### src/core/hsh_defs.vh
`ifndef HSH_DEFS_VH
`define HSH_DEFS_VH
// register byte offsets
`define HSH_OFF_CTRL 8'h00
`define HSH_OFF_STAT 8'h04
`define HSH_OFF_TEMP 8'h08
`define HSH_OFF_START 8'h0C
`define HSH_OFF_ERR 8'h10
// control register fields
`define HSH_CTRL_RESET 0
`define HSH_CTRL_PAUSE 1
`define HSH_CTRL_HEAT 2
// status register fields
`define HSH_STAT_STANDBY 0
`define HSH_STAT_FAULT 1
`define HSH_STAT_GAP 2
`define HSH_STAT_CTRLMODE 3
`define HSH_STAT_LINE 4
// error codes
`define HSH_ERR_NONE 16'h0000
`define HSH_ERR_LINE_LOST 16'h00C9
`define HSH_ERR_LINE_ACK 16'h0385
// start temperature values, degrees C, signed 16 bit
`define HSH_START_INVALID 16'hFF9D
`define HSH_START_MIN 16'hFFEC
`define HSH_START_MAX 16'h01F4
// actual value forced during alarm or calibration
`define HSH_TEMP_ZERO 16'h0000
// axi responses
`define HSH_RESP_OKAY 2'h0
`define HSH_RESP_SLVERR 2'h2
`endif

### src/core/hsh_status.v
// Implementation choices: the placing of the registers and the AXI4-Lite interface to the registers.
`timescale 1ns/1ps
`default_nettype none
`include "hsh_defs.vh"
module hsh_status (
   // clock and reset
   input wire aclk,
   input wire aresetn,
   // plant signals, asynchronous to aclk
   input wire line_ok,
   input wire measure_taken,
   input wire calib_busy,
   // measured temperature, signed degrees, from logic on aclk
   input wire [15:0] meas_temp,
   input wire meas_valid,
   // axi4-lite write address
   input wire [7:0] s_axi_awaddr,
   input wire s_axi_awvalid,
   output reg s_axi_awready,
   // axi4-lite write data
   input wire [31:0] s_axi_wdata,
   input wire [3:0] s_axi_wstrb,
   input wire s_axi_wvalid,
   output reg s_axi_wready,
   // axi4-lite write response
   output reg [1:0] s_axi_bresp,
   output reg s_axi_bvalid,
   input wire s_axi_bready,
   // axi4-lite read address
   input wire [7:0] s_axi_araddr,
   input wire s_axi_arvalid,
   output reg s_axi_arready,
   // axi4-lite read data
   output reg [31:0] s_axi_rdata,
   output reg [1:0] s_axi_rresp,
   output reg s_axi_rvalid,
   input wire s_axi_rready,
   // status outputs
   output reg standby_flag,
   output reg fault_flag,
   output reg measure_gap_flag,
   output reg control_mode,
   output reg [15:0] actual_temp,
   output reg [15:0] start_temp,
   output reg [15:0] error_number
);
   // register map, one 32-bit word each, byte addressed:
   //   0x00 control: bit0 reset request, bit1 pause request, bit2 heat demand
   //   0x04 status: bit0 standby, bit1 fault, bit2 gap, bit3 control mode, bit4 line present
   //   0x08 actual temperature, 0x0C start temperature, 0x10 error number
   // only the control word is writable; writes to the others are dropped with okay
   //   so a master may rewrite a full image without tripping an error
   // anything past the error word answers slverr on both paths
   // bus timing: ready pulses one cycle after valid is seen, never combinationally,
   //   which costs a cycle per beat but keeps every output a plain flop
   // write response one cycle after both beats are held, read data one after arready
   // status flags follow a control write by one cycle; pin effects lag by the
   //   two synchroniser stages plus one

   // alarm sequence states
   localparam ST_WAIT = 5'b00001;
   localparam ST_RUN = 5'b00010;
   localparam ST_LOST = 5'b00100;
   localparam ST_ACK = 5'b01000;
   localparam ST_NOLINE = 5'b10000;

   // clamp a signed temperature to the start range
   function [15:0] clamp_start;
      input [15:0] t;
      begin
         if ($signed(t) < $signed(`HSH_START_MIN)) begin
            clamp_start = `HSH_START_MIN;
         end else if ($signed(t) > $signed(`HSH_START_MAX)) begin
            clamp_start = `HSH_START_MAX;
         end else begin
            clamp_start = t;
         end
      end
   endfunction

   // alarm states share one decode so fault and the zeroed actual value agree
   function is_alarm;
      input [4:0] s;
      begin
         is_alarm = (s == ST_LOST) || (s == ST_ACK) || (s == ST_NOLINE);
      end
   endfunction

   // sequence state and the control word written by the master
   reg [4:0] state_r, state_nxt;
   reg [2:0] ctrl_r;
   // synchroniser stages for the plant pins
   reg line_s1_r, line_s2_r;
   reg meas_s1_r, meas_s2_r;
   reg cal_s1_r, cal_s2_r;
   // heat demand edge detect and temperature capture
   reg heat_d_r;
   reg [15:0] last_temp_r;
   reg [15:0] start_cap_r;
   // write beats held until both halves have arrived
   reg aw_hold_r, w_hold_r;
   reg [7:0] aw_addr_r;
   reg [31:0] w_data_r;
   reg [3:0] w_strb_r;
   // request bits and the alarm view used by the datapath
   wire reset_request;
   wire measure_pause_request;
   wire heat_demand;
   wire alarm;

   assign reset_request = ctrl_r[`HSH_CTRL_RESET];
   assign measure_pause_request = ctrl_r[`HSH_CTRL_PAUSE];
   assign heat_demand = ctrl_r[`HSH_CTRL_HEAT];
   // alarm looks at the next state so the zeroed actual value lands with the fault flag
   assign alarm = is_alarm(state_nxt);

   // two-flop synchronisers; only the second stage is read
   // stages clear low on reset, so a pin already high at release shows up two cycles late
   always @(posedge aclk) begin
      if (!aresetn) begin
         line_s1_r <= 1'b0;
         line_s2_r <= 1'b0;
         meas_s1_r <= 1'b0;
         meas_s2_r <= 1'b0;
         cal_s1_r <= 1'b0;
         cal_s2_r <= 1'b0;
      end else begin
         line_s1_r <= line_ok;
         line_s2_r <= line_s1_r;
         meas_s1_r <= measure_taken;
         meas_s2_r <= meas_s1_r;
         cal_s1_r <= calib_busy;
         cal_s2_r <= cal_s1_r;
      end
   end

   // alarm sequence; acknowledgement is the reset request edge back to 0
   always @* begin
      state_nxt = state_r;
      case (state_r)
         ST_WAIT: begin
            // standby until line voltage first appears
            if (line_s2_r) begin
               state_nxt = ST_RUN;
            end
         end
         ST_RUN: begin
            // normal operation, requests only touch standby
            if (!line_s2_r) begin
               state_nxt = ST_LOST;
            end
         end
         ST_LOST: begin
            // acknowledge starts with the reset request
            if (reset_request) begin
               state_nxt = ST_ACK;
            end
         end
         ST_ACK: begin
            // released: clear if line present, else error 901
            if (!reset_request) begin
               state_nxt = line_s2_r ? ST_RUN : ST_NOLINE;
            end
         end
         ST_NOLINE: begin
            // 901 stands until line is back and reset is raised again
            if (reset_request && line_s2_r) begin
               state_nxt = ST_ACK;
            end
         end
         default: begin
            // illegal codes fall back to waiting, which shows standby
            state_nxt = ST_WAIT;
         end
      endcase
   end

   // sequence register and derived flags, all straight from flops
   always @(posedge aclk) begin
      if (!aresetn) begin
         state_r <= ST_WAIT;
         standby_flag <= 1'b1;
         fault_flag <= 1'b0;
         control_mode <= 1'b0;
         error_number <= `HSH_ERR_NONE;
      end else begin
         state_r <= state_nxt;
         // standby: requests or first wait, one flop, no glitch state
         standby_flag <= (state_nxt == ST_WAIT) || reset_request || measure_pause_request;
         // fault persists in every alarm state until cleared
         fault_flag <= is_alarm(state_nxt);
         // control mode: running normally with heat demand
         control_mode <= (state_nxt == ST_RUN) && heat_demand;
         if (state_nxt == ST_NOLINE) begin
            error_number <= `HSH_ERR_LINE_ACK;
         end else if (state_nxt == ST_LOST) begin
            error_number <= `HSH_ERR_LINE_LOST;
         end else if (state_nxt == ST_ACK) begin
            // the code shown on entry stands until the request is released
            if (state_r != ST_ACK) begin
               error_number <= (state_r == ST_NOLINE) ? `HSH_ERR_LINE_ACK : `HSH_ERR_LINE_LOST;
            end
         end else begin
            error_number <= `HSH_ERR_NONE;
         end
      end
   end

   // measurement gap and temperatures
   always @(posedge aclk) begin
      if (!aresetn) begin
         measure_gap_flag <= 1'b0;
         actual_temp <= `HSH_TEMP_ZERO;
         start_temp <= `HSH_START_INVALID;
         last_temp_r <= `HSH_TEMP_ZERO;
         start_cap_r <= `HSH_START_INVALID;
         heat_d_r <= 1'b0;
      end else begin
         heat_d_r <= heat_demand;
         // gap follows the synchronised pin through its own flop, so it trails the plant by three cycles
         measure_gap_flag <= heat_demand && !meas_s2_r;
         if (meas_valid) begin
            last_temp_r <= meas_temp;
         end
         // latch the sample taken just before heat demand rises
         if (heat_demand && !heat_d_r) begin
            start_cap_r <= clamp_start(last_temp_r);
         end
         // first heat cycle: capture not loaded yet, so bypass it
         start_temp <= heat_demand ? ((heat_d_r) ? start_cap_r : clamp_start(last_temp_r))
                                   : `HSH_START_INVALID;
         // signed whole degrees, zero in alarm or calibration
         if (alarm || cal_s2_r) begin
            actual_temp <= `HSH_TEMP_ZERO;
         end else if (meas_valid) begin
            actual_temp <= meas_temp;
         end
      end
   end

   // axi write path: address and data taken in either order
   always @(posedge aclk) begin
      if (!aresetn) begin
         aw_hold_r <= 1'b0;
         w_hold_r <= 1'b0;
         aw_addr_r <= 8'h00;
         w_data_r <= 32'h00000000;
         w_strb_r <= 4'h0;
         s_axi_awready <= 1'b0;
         s_axi_wready <= 1'b0;
         s_axi_bvalid <= 1'b0;
         s_axi_bresp <= `HSH_RESP_OKAY;
         ctrl_r <= 3'h0;
      end else begin
         // each ready is a one-cycle pulse, never repeated while a beat or response is held
         s_axi_awready <= !aw_hold_r && !s_axi_awready && !s_axi_bvalid && s_axi_awvalid;
         s_axi_wready <= !w_hold_r && !s_axi_wready && !s_axi_bvalid && s_axi_wvalid;
         // address beat
         if (s_axi_awvalid && s_axi_awready) begin
            aw_hold_r <= 1'b1;
            aw_addr_r <= s_axi_awaddr;
         end
         // data beat
         if (s_axi_wvalid && s_axi_wready) begin
            w_hold_r <= 1'b1;
            w_data_r <= s_axi_wdata;
            w_strb_r <= s_axi_wstrb;
         end
         // both beats held: apply the write and answer
         if (aw_hold_r && w_hold_r && !s_axi_bvalid) begin
            aw_hold_r <= 1'b0;
            w_hold_r <= 1'b0;
            s_axi_bvalid <= 1'b1;
            if ({aw_addr_r[7:2], 2'b00} == `HSH_OFF_CTRL) begin
               if (w_strb_r[0]) begin
                  ctrl_r <= w_data_r[2:0];
               end
               s_axi_bresp <= `HSH_RESP_OKAY;
            end else if (aw_addr_r <= `HSH_OFF_ERR) begin
               s_axi_bresp <= `HSH_RESP_OKAY; // read-only: write ignored
            end else begin
               s_axi_bresp <= `HSH_RESP_SLVERR;
            end
         end else if (s_axi_bvalid && s_axi_bready) begin
            // response stood until the master took it
            s_axi_bvalid <= 1'b0;
         end
      end
   end

   // axi read path
   always @(posedge aclk) begin
      if (!aresetn) begin
         s_axi_arready <= 1'b0;
         s_axi_rvalid <= 1'b0;
         s_axi_rdata <= 32'h00000000;
         s_axi_rresp <= `HSH_RESP_OKAY;
      end else begin
         // arready pulses once; a second address waits until rvalid has gone
         s_axi_arready <= !s_axi_arready && !s_axi_rvalid && s_axi_arvalid;
         if (s_axi_arvalid && s_axi_arready) begin
            s_axi_rvalid <= 1'b1;
            s_axi_rresp <= `HSH_RESP_OKAY;
            case (s_axi_araddr)
               `HSH_OFF_CTRL: s_axi_rdata <= {29'h0, ctrl_r};
               `HSH_OFF_STAT: s_axi_rdata <= {27'h0, line_s2_r, control_mode, measure_gap_flag,
                                              fault_flag, standby_flag};
               `HSH_OFF_TEMP: s_axi_rdata <= {16'h0000, actual_temp};
               `HSH_OFF_START: s_axi_rdata <= {16'h0000, start_temp};
               `HSH_OFF_ERR: s_axi_rdata <= {16'h0000, error_number};
               default: begin
                  s_axi_rdata <= 32'h00000000;
                  s_axi_rresp <= `HSH_RESP_SLVERR;
               end
            endcase
         end else if (s_axi_rvalid && s_axi_rready) begin
            // read data stood until the master took them
            s_axi_rvalid <= 1'b0;
         end
      end
   end
endmodule
`default_nettype wire

### config.mk
export PLATFORM = sky130hd
export DESIGN_NAME = hsh_status
export DESIGN_NICKNAME = d
export VERILOG_FILES = /design/src/core/hsh_status.v
export VERILOG_INCLUDE_DIRS = /design/src /design/src/core
export SDC_FILE = /design/constraint.sdc
export NUM_CORES = 1
export LEC_CHECK = 0
export ABC_AREA = 1
export BUFFER_PORTS_ARGS = -buffer_cell sky130_fd_sc_hd__buf_4
export CAP_MARGIN = 10
export CORE_MARGIN = 5
export CORE_UTILIZATION = 25
export CTS_CLUSTER_DIAMETER = 60
export DETAILED_ROUTE_END_ITERATION = 12
export HOLD_SLACK_MARGIN = 0.08
export PLACE_DENSITY = 0.52
export SYNTH_ARGS = -nofsm -noshare
export SYNTH_HDL_FRONTEND = slang
export SYNTH_SLANG_ARGS = --single-unit
### constraint.sdc
create_clock -name aclk -period 1.8 [get_ports aclk]
set_input_delay 0.09 -clock aclk [delete_from_list [all_inputs] [get_ports aclk]]
set_output_delay 0.09 -clock aclk [all_outputs]
set_load 0.05 [all_outputs]
**Word-level counts from Yosys, hierarchy flattened**

Cells that the tools add are included.

- Register bits: 148
- Bits of input ports: 79
- Word-level logic and storage cells: 122

- Bitwise logic cells: 2
- Equal/unequal tests: 17
- Magnitude comparators: 3
- Reductions and logical operators: 44
- Muxes and demuxes: 23

Operators by type and width:

| kind | number |
|---|---|
| $pmux W16 S5 | 1 |
| $mux W10 | 5 |
| $mux W16 | 3 |
| $mux W5 | 6 |
| $pmux W5 S5 | 1 |
| $logic_and A1 B1 Y1 | 19 |
| $eq A8 B4 Y1 const B | 2 |
| $gt A16 B10 Y1 const B | 1 |
| $lt A16 B6 Y1 const B | 1 |
| $eq A5 B1 Y1 const B | 2 |
| $eq A5 B2 Y1 const B | 2 |
| $eq A5 B3 Y1 const B | 2 |
| $eq A5 B4 Y1 const B | 2 |
| $eq A5 B5 Y1 const B | 2 |
| $logic_not A1 Y1 | 9 |
| $eq A8 B3 Y1 const B | 1 |
| $eq A8 B5 Y1 const B | 1 |
| $le A8 B5 Y1 const B | 1 |
| $logic_not A8 Y1 | 1 |
| $logic_not A6 Y1 | 1 |
| $mux W2 | 3 |
| $reduce_or A2 Y1 | 3 |
| $logic_or A1 B1 Y1 | 5 |
| $ne A5 B4 Y1 const B | 1 |
| other kinds (9) | 14 |

**Logic depth before layout (Yosys ltp)**

- Word-level depth: 8
- Depth in mapped cells: 10

**Worst setup path before layout**

No wires, ideal clock.

- Kind: reg-to-reg
- Start point: reg s_axi_arready
- End point: reg s_axi_rdata[10]
- Clock period less this slack: 1.608 ns
- Data required time: 1.730 ns
- Path slack: 0.192 ns
- Buffers on the path: 1
- Setup time: 0.070 ns
- Data arrival time: 1.538 ns
- Stages on the path, launching flop included: 6
- Path through: dfxtp_1 nand2_1 clkinv_1 clkbuf_1 nand2_1 a21oi_1

- Word-level cells in the longest chain between the ends: 1

RTL lines:

| element | line | RTL |
|---|---|---|
| start: declaration | hsh_status.v:32 | `output reg s_axi_arready,` |
| start signal: assignment | hsh_status.v:300 | `s_axi_arready <= !s_axi_arready && !s_axi_rvalid && s_axi_arvalid;` |
| $logic_and A1 B1 Y1 | hsh_status.v:301 | `if (s_axi_arvalid && s_axi_arready) begin` |
| end signal: assignment | hsh_status.v:305 | `` `HSH_OFF_CTRL: s_axi_rdata <= {29'h0, ctrl_r}; `` |
| end signal: assignment | hsh_status.v:306 | `` `HSH_OFF_STAT: s_axi_rdata <= {27'h0, line_s2_r, control_mode, measure_gap_flag, `` |
| end signal: assignment | hsh_status.v:308 | `` `HSH_OFF_TEMP: s_axi_rdata <= {16'h0000, actual_temp}; `` |
| end: declaration | hsh_status.v:34 | `output reg [31:0] s_axi_rdata,` |

Every way passes these cells.
A chain may end at the register's enable or synchronous reset.

**Final worst setup path**

- Start point: reg ctrl_r[0]
- End point: reg actual_temp[4]

- Word-level cells in the longest chain between the ends: 8

RTL lines:

| element | line | RTL |
|---|---|---|
| start: declaration | hsh_status.v:91 | `reg [2:0] ctrl_r;` |
| start signal: assignment | hsh_status.v:276 | `ctrl_r <= w_data_r[2:0];` |
| $logic_and A1 B1 Y1 | hsh_status.v:167 | `if (reset_request && line_s2_r) begin` |
| $mux W5 | hsh_status.v:167 |  |
| $pmux W5 S5 * | hsh_status.v:140 | `case (state_r)` |
| $eq A5 B3 Y1 or $eq A5 B4 Y1 (tied branches) | hsh_status.v:85 | `is_alarm = (s == ST_LOST) \|\| (s == ST_ACK) \|\| (s == ST_NOLINE);` |
| $logic_or A1 B1 Y1 | hsh_status.v:85 |  |
| $logic_or A1 B1 Y1 * | hsh_status.v:85 |  |
| $logic_or A1 B1 Y1 * | hsh_status.v:233 | `if (alarm \|\| cal_s2_r) begin` |
| $reduce_or A2 Y1 (no source line) * | -- |  |
| end signal: assignment | hsh_status.v:213 | `` actual_temp <= `HSH_TEMP_ZERO; `` |
| end signal: assignment | hsh_status.v:234 | `` actual_temp <= `HSH_TEMP_ZERO; `` |
| end signal: assignment | hsh_status.v:236 | `actual_temp <= meas_temp;` |
| end: declaration | hsh_status.v:43 | `output reg [15:0] actual_temp,` |

Mark *: on every way between the ends. The rest lies on a longest branch, timed or not.

==> results.ini <==
[status]
status=complete, no violations

[clocking]
clkSinkCount=123
clock_path_buffers=2
h-tree-depth=4
clk_pin_slew_ps=60
clkLatencyLatePin_ps=410
cts_resized=0
cts_tree=done
cts_buffers=17
cts_root_buf=clkbuf_16

[finish]
n_fill_cell=2179
areaGrowthSynthToFinish_pct=40.76
stdcell_area_sq_um=7328
final_cell_mix=nand2_1 (152), dfxtp_1 (123), buf_4 (123)
final_common_cell=nand2_1
fin_nets=933
antenna_cells_inserted=0
drive_gt1_share_pct=21.02

[routing]
antenna_left=0
wl_mm=15.95
first_iter_violations=348
wire_per_inst_um=14.04
vias=4800
drt_pre_antenna_iters=5
route.detailed.drc=0
vias_per_cell=4.225

[global_routing]
grt_max_degree=30
grt_antenna_before_repair=0
grt_pass1_wl_mm=25.12
grt_pass1_vias=4679
grt_usage_pct=13.38
gr-total-overflow=0

[flow_run]
maxCapViolations=0

[timing]
final.period_utilization_pct=88.84
skew_ps=9.683
rsz0062_at_grt=no
setup_ws_ps=201.0
max_freq_ghz=0.6254
tns_ps=0
min_period_ps=1599
finalSetupViolations=0
hold_violations=0
finalMaxSlewViolations=0

[synth]
synth_cell_types=34
synth.yosys.warnings=0
synth-adder-area-share_pct=0
yosys_register_bits=123
synth-simple-area-share_pct=25.76
synth_xor_area_share_pct=0
synth-compound-area-share_pct=14.44
synthCells=692
synth_seq_area_share_pct=47.30
syn_area_sq_um=5206
synth_top_family_by_area=simple AND/OR/NAND/NOR gates
muxShareOfSynthArea_pct=0
avgSynthCellArea_sq_um=7.523

[power_and_ir_drop]
p_per_area_nw_per_um2=969.6
p_leak_nw=3.254
max-vdd-ir-drop_mv=0.4610
p_total_mw=7.106

[floorplanning]
fp.coreArea_sq_um=20360
ios=172
die_x_um=154.3
die_h_um=154.3
dieArea_sq_um=23810
rows=52
start_util_pct=25.57

[worst_hold_path]
min_from=meas_valid
min_path_type=input port to flip-flop

[place]
dp_slack_ps=215.1
io_buffers=112
hpwl_mm=11.71
postPlaceCellArea_sq_um=6196
place_congestion=0.8048

[setup_path]
r2r_start=ctrl_r[0]
worstPathArrival_ps=1950
worstSetupStartpoint=ctrl_r[0]
critPathCaptureType=flip-flop
worst-path-max-fanout=16
crit_required_ps=2150
start_kind=flip-flop
critPathKind=flip-flop to flip-flop

[power breakdown]
| group | internal, mW | switching (mW) | leakage (nW) |
|---|---|---|---|
| sequential | 2.80 | 0.0476 | 1.00 |
| combinational | 0.278 | 0.508 | 1.96 |
| clock | 2.24 | 1.24 | 0.288 |
[cell families (layout without fill, tap and decap cells)]
group / Yosys count / in the layout
simple gates: 301 / 301
compound gates: 134 / 134
buf+inv: 133 / 281
flops: 123 / 123
other cells: 1 / 27
[what timing repair did]
action / CTS / global route
hold buffers: 53 / 0
buffers inserted: 0 / 0
endpoints found under the hold margin: 44 / 0
[worst max-delay path, cell delays in order (launching register included)]
cell and delay [ps]:
dfxtp_1 520, nand2_2 100, inv_1 80, nor2_2 50
a21oi_4 160, nand2_2 80, nor2_4 130, nand2_4 230
nor2_1 160
[flip-flops by register name (all words and copies together), names as in the netlist, 3 cells and up]
register,flops
s_axi_rdata,16
start_cap_r,16
state_r,5
last_temp_r,16
aw_addr_r,8
error_number,3
ctrl_r,3
actual_temp,16
w_data_r,3
start_temp,16
[layout make-up]
cell class	instances	area [sq um]	area share, %
flip-flops and latches	123	2462	33.60
inverters	74	277.8	3.790
clock buffers	20	456.7	6.232
well taps	270	337.8	4.610
multi-input cells	462	2195	29.95
clock inverters	11	145.1	1.981
repair buffers	176	1454	19.84
[per-layer routing]
layer	GRT usage (%)	share of wire, %	wire length [um]	vias to the layer above
li1	-	-	-	2481
met1	16.83	44	7049	2179
met2	21.90	48	7689	108
met3	3.018	4.2	665	32
met4	6.056	3.4	544	0
met5	0	0	0	-
[stage by stage]
stage	hold WS [ps]	std cells	util, %
detailed placement	278.9	1052	30.43
global route	97.67	1136	35.99
CTS	84.81	1136	35.99
finish	94.09	1136	35.99
floorplan	187.6	718	-
global placement	280.5	1052	30.43
[synth_stat cells, drive strengths merged]
cell type	n	area share [%]
nand2	155	11
nor4	2	0.24
o211ai	8	1.2
inv	72	5.2
conb	1	0.072
o22ai	1	0.12
a21oi	61	6.1
dfxtp	123	47
buf	41	5.8
nor3	7	0.67
nand3	42	4.2
nor2	89	8.5
o311ai	1	0.17
o21a	11	1.6
a31oi	1	0.12
or2	1	0.12
clkbuf	18	1.3
a21boi	5	0.72
nand4	5	0.60
o21ai	46	4.5
clkinv	2	0.14
[path summary, 6_finish.rpt]
| path | end | slack [ps] | cells past startpoint |
|---|---|---|---|
| max | actual_temp[4] | 200 | 8 |
| min | last_temp_r[4] | 90 | 3 |
| max reg2reg | actual_temp[4] | 200 | 8 |
| min reg2reg | measure_gap_flag | 390 | 1 |
(Power assumes the default switching activity.)
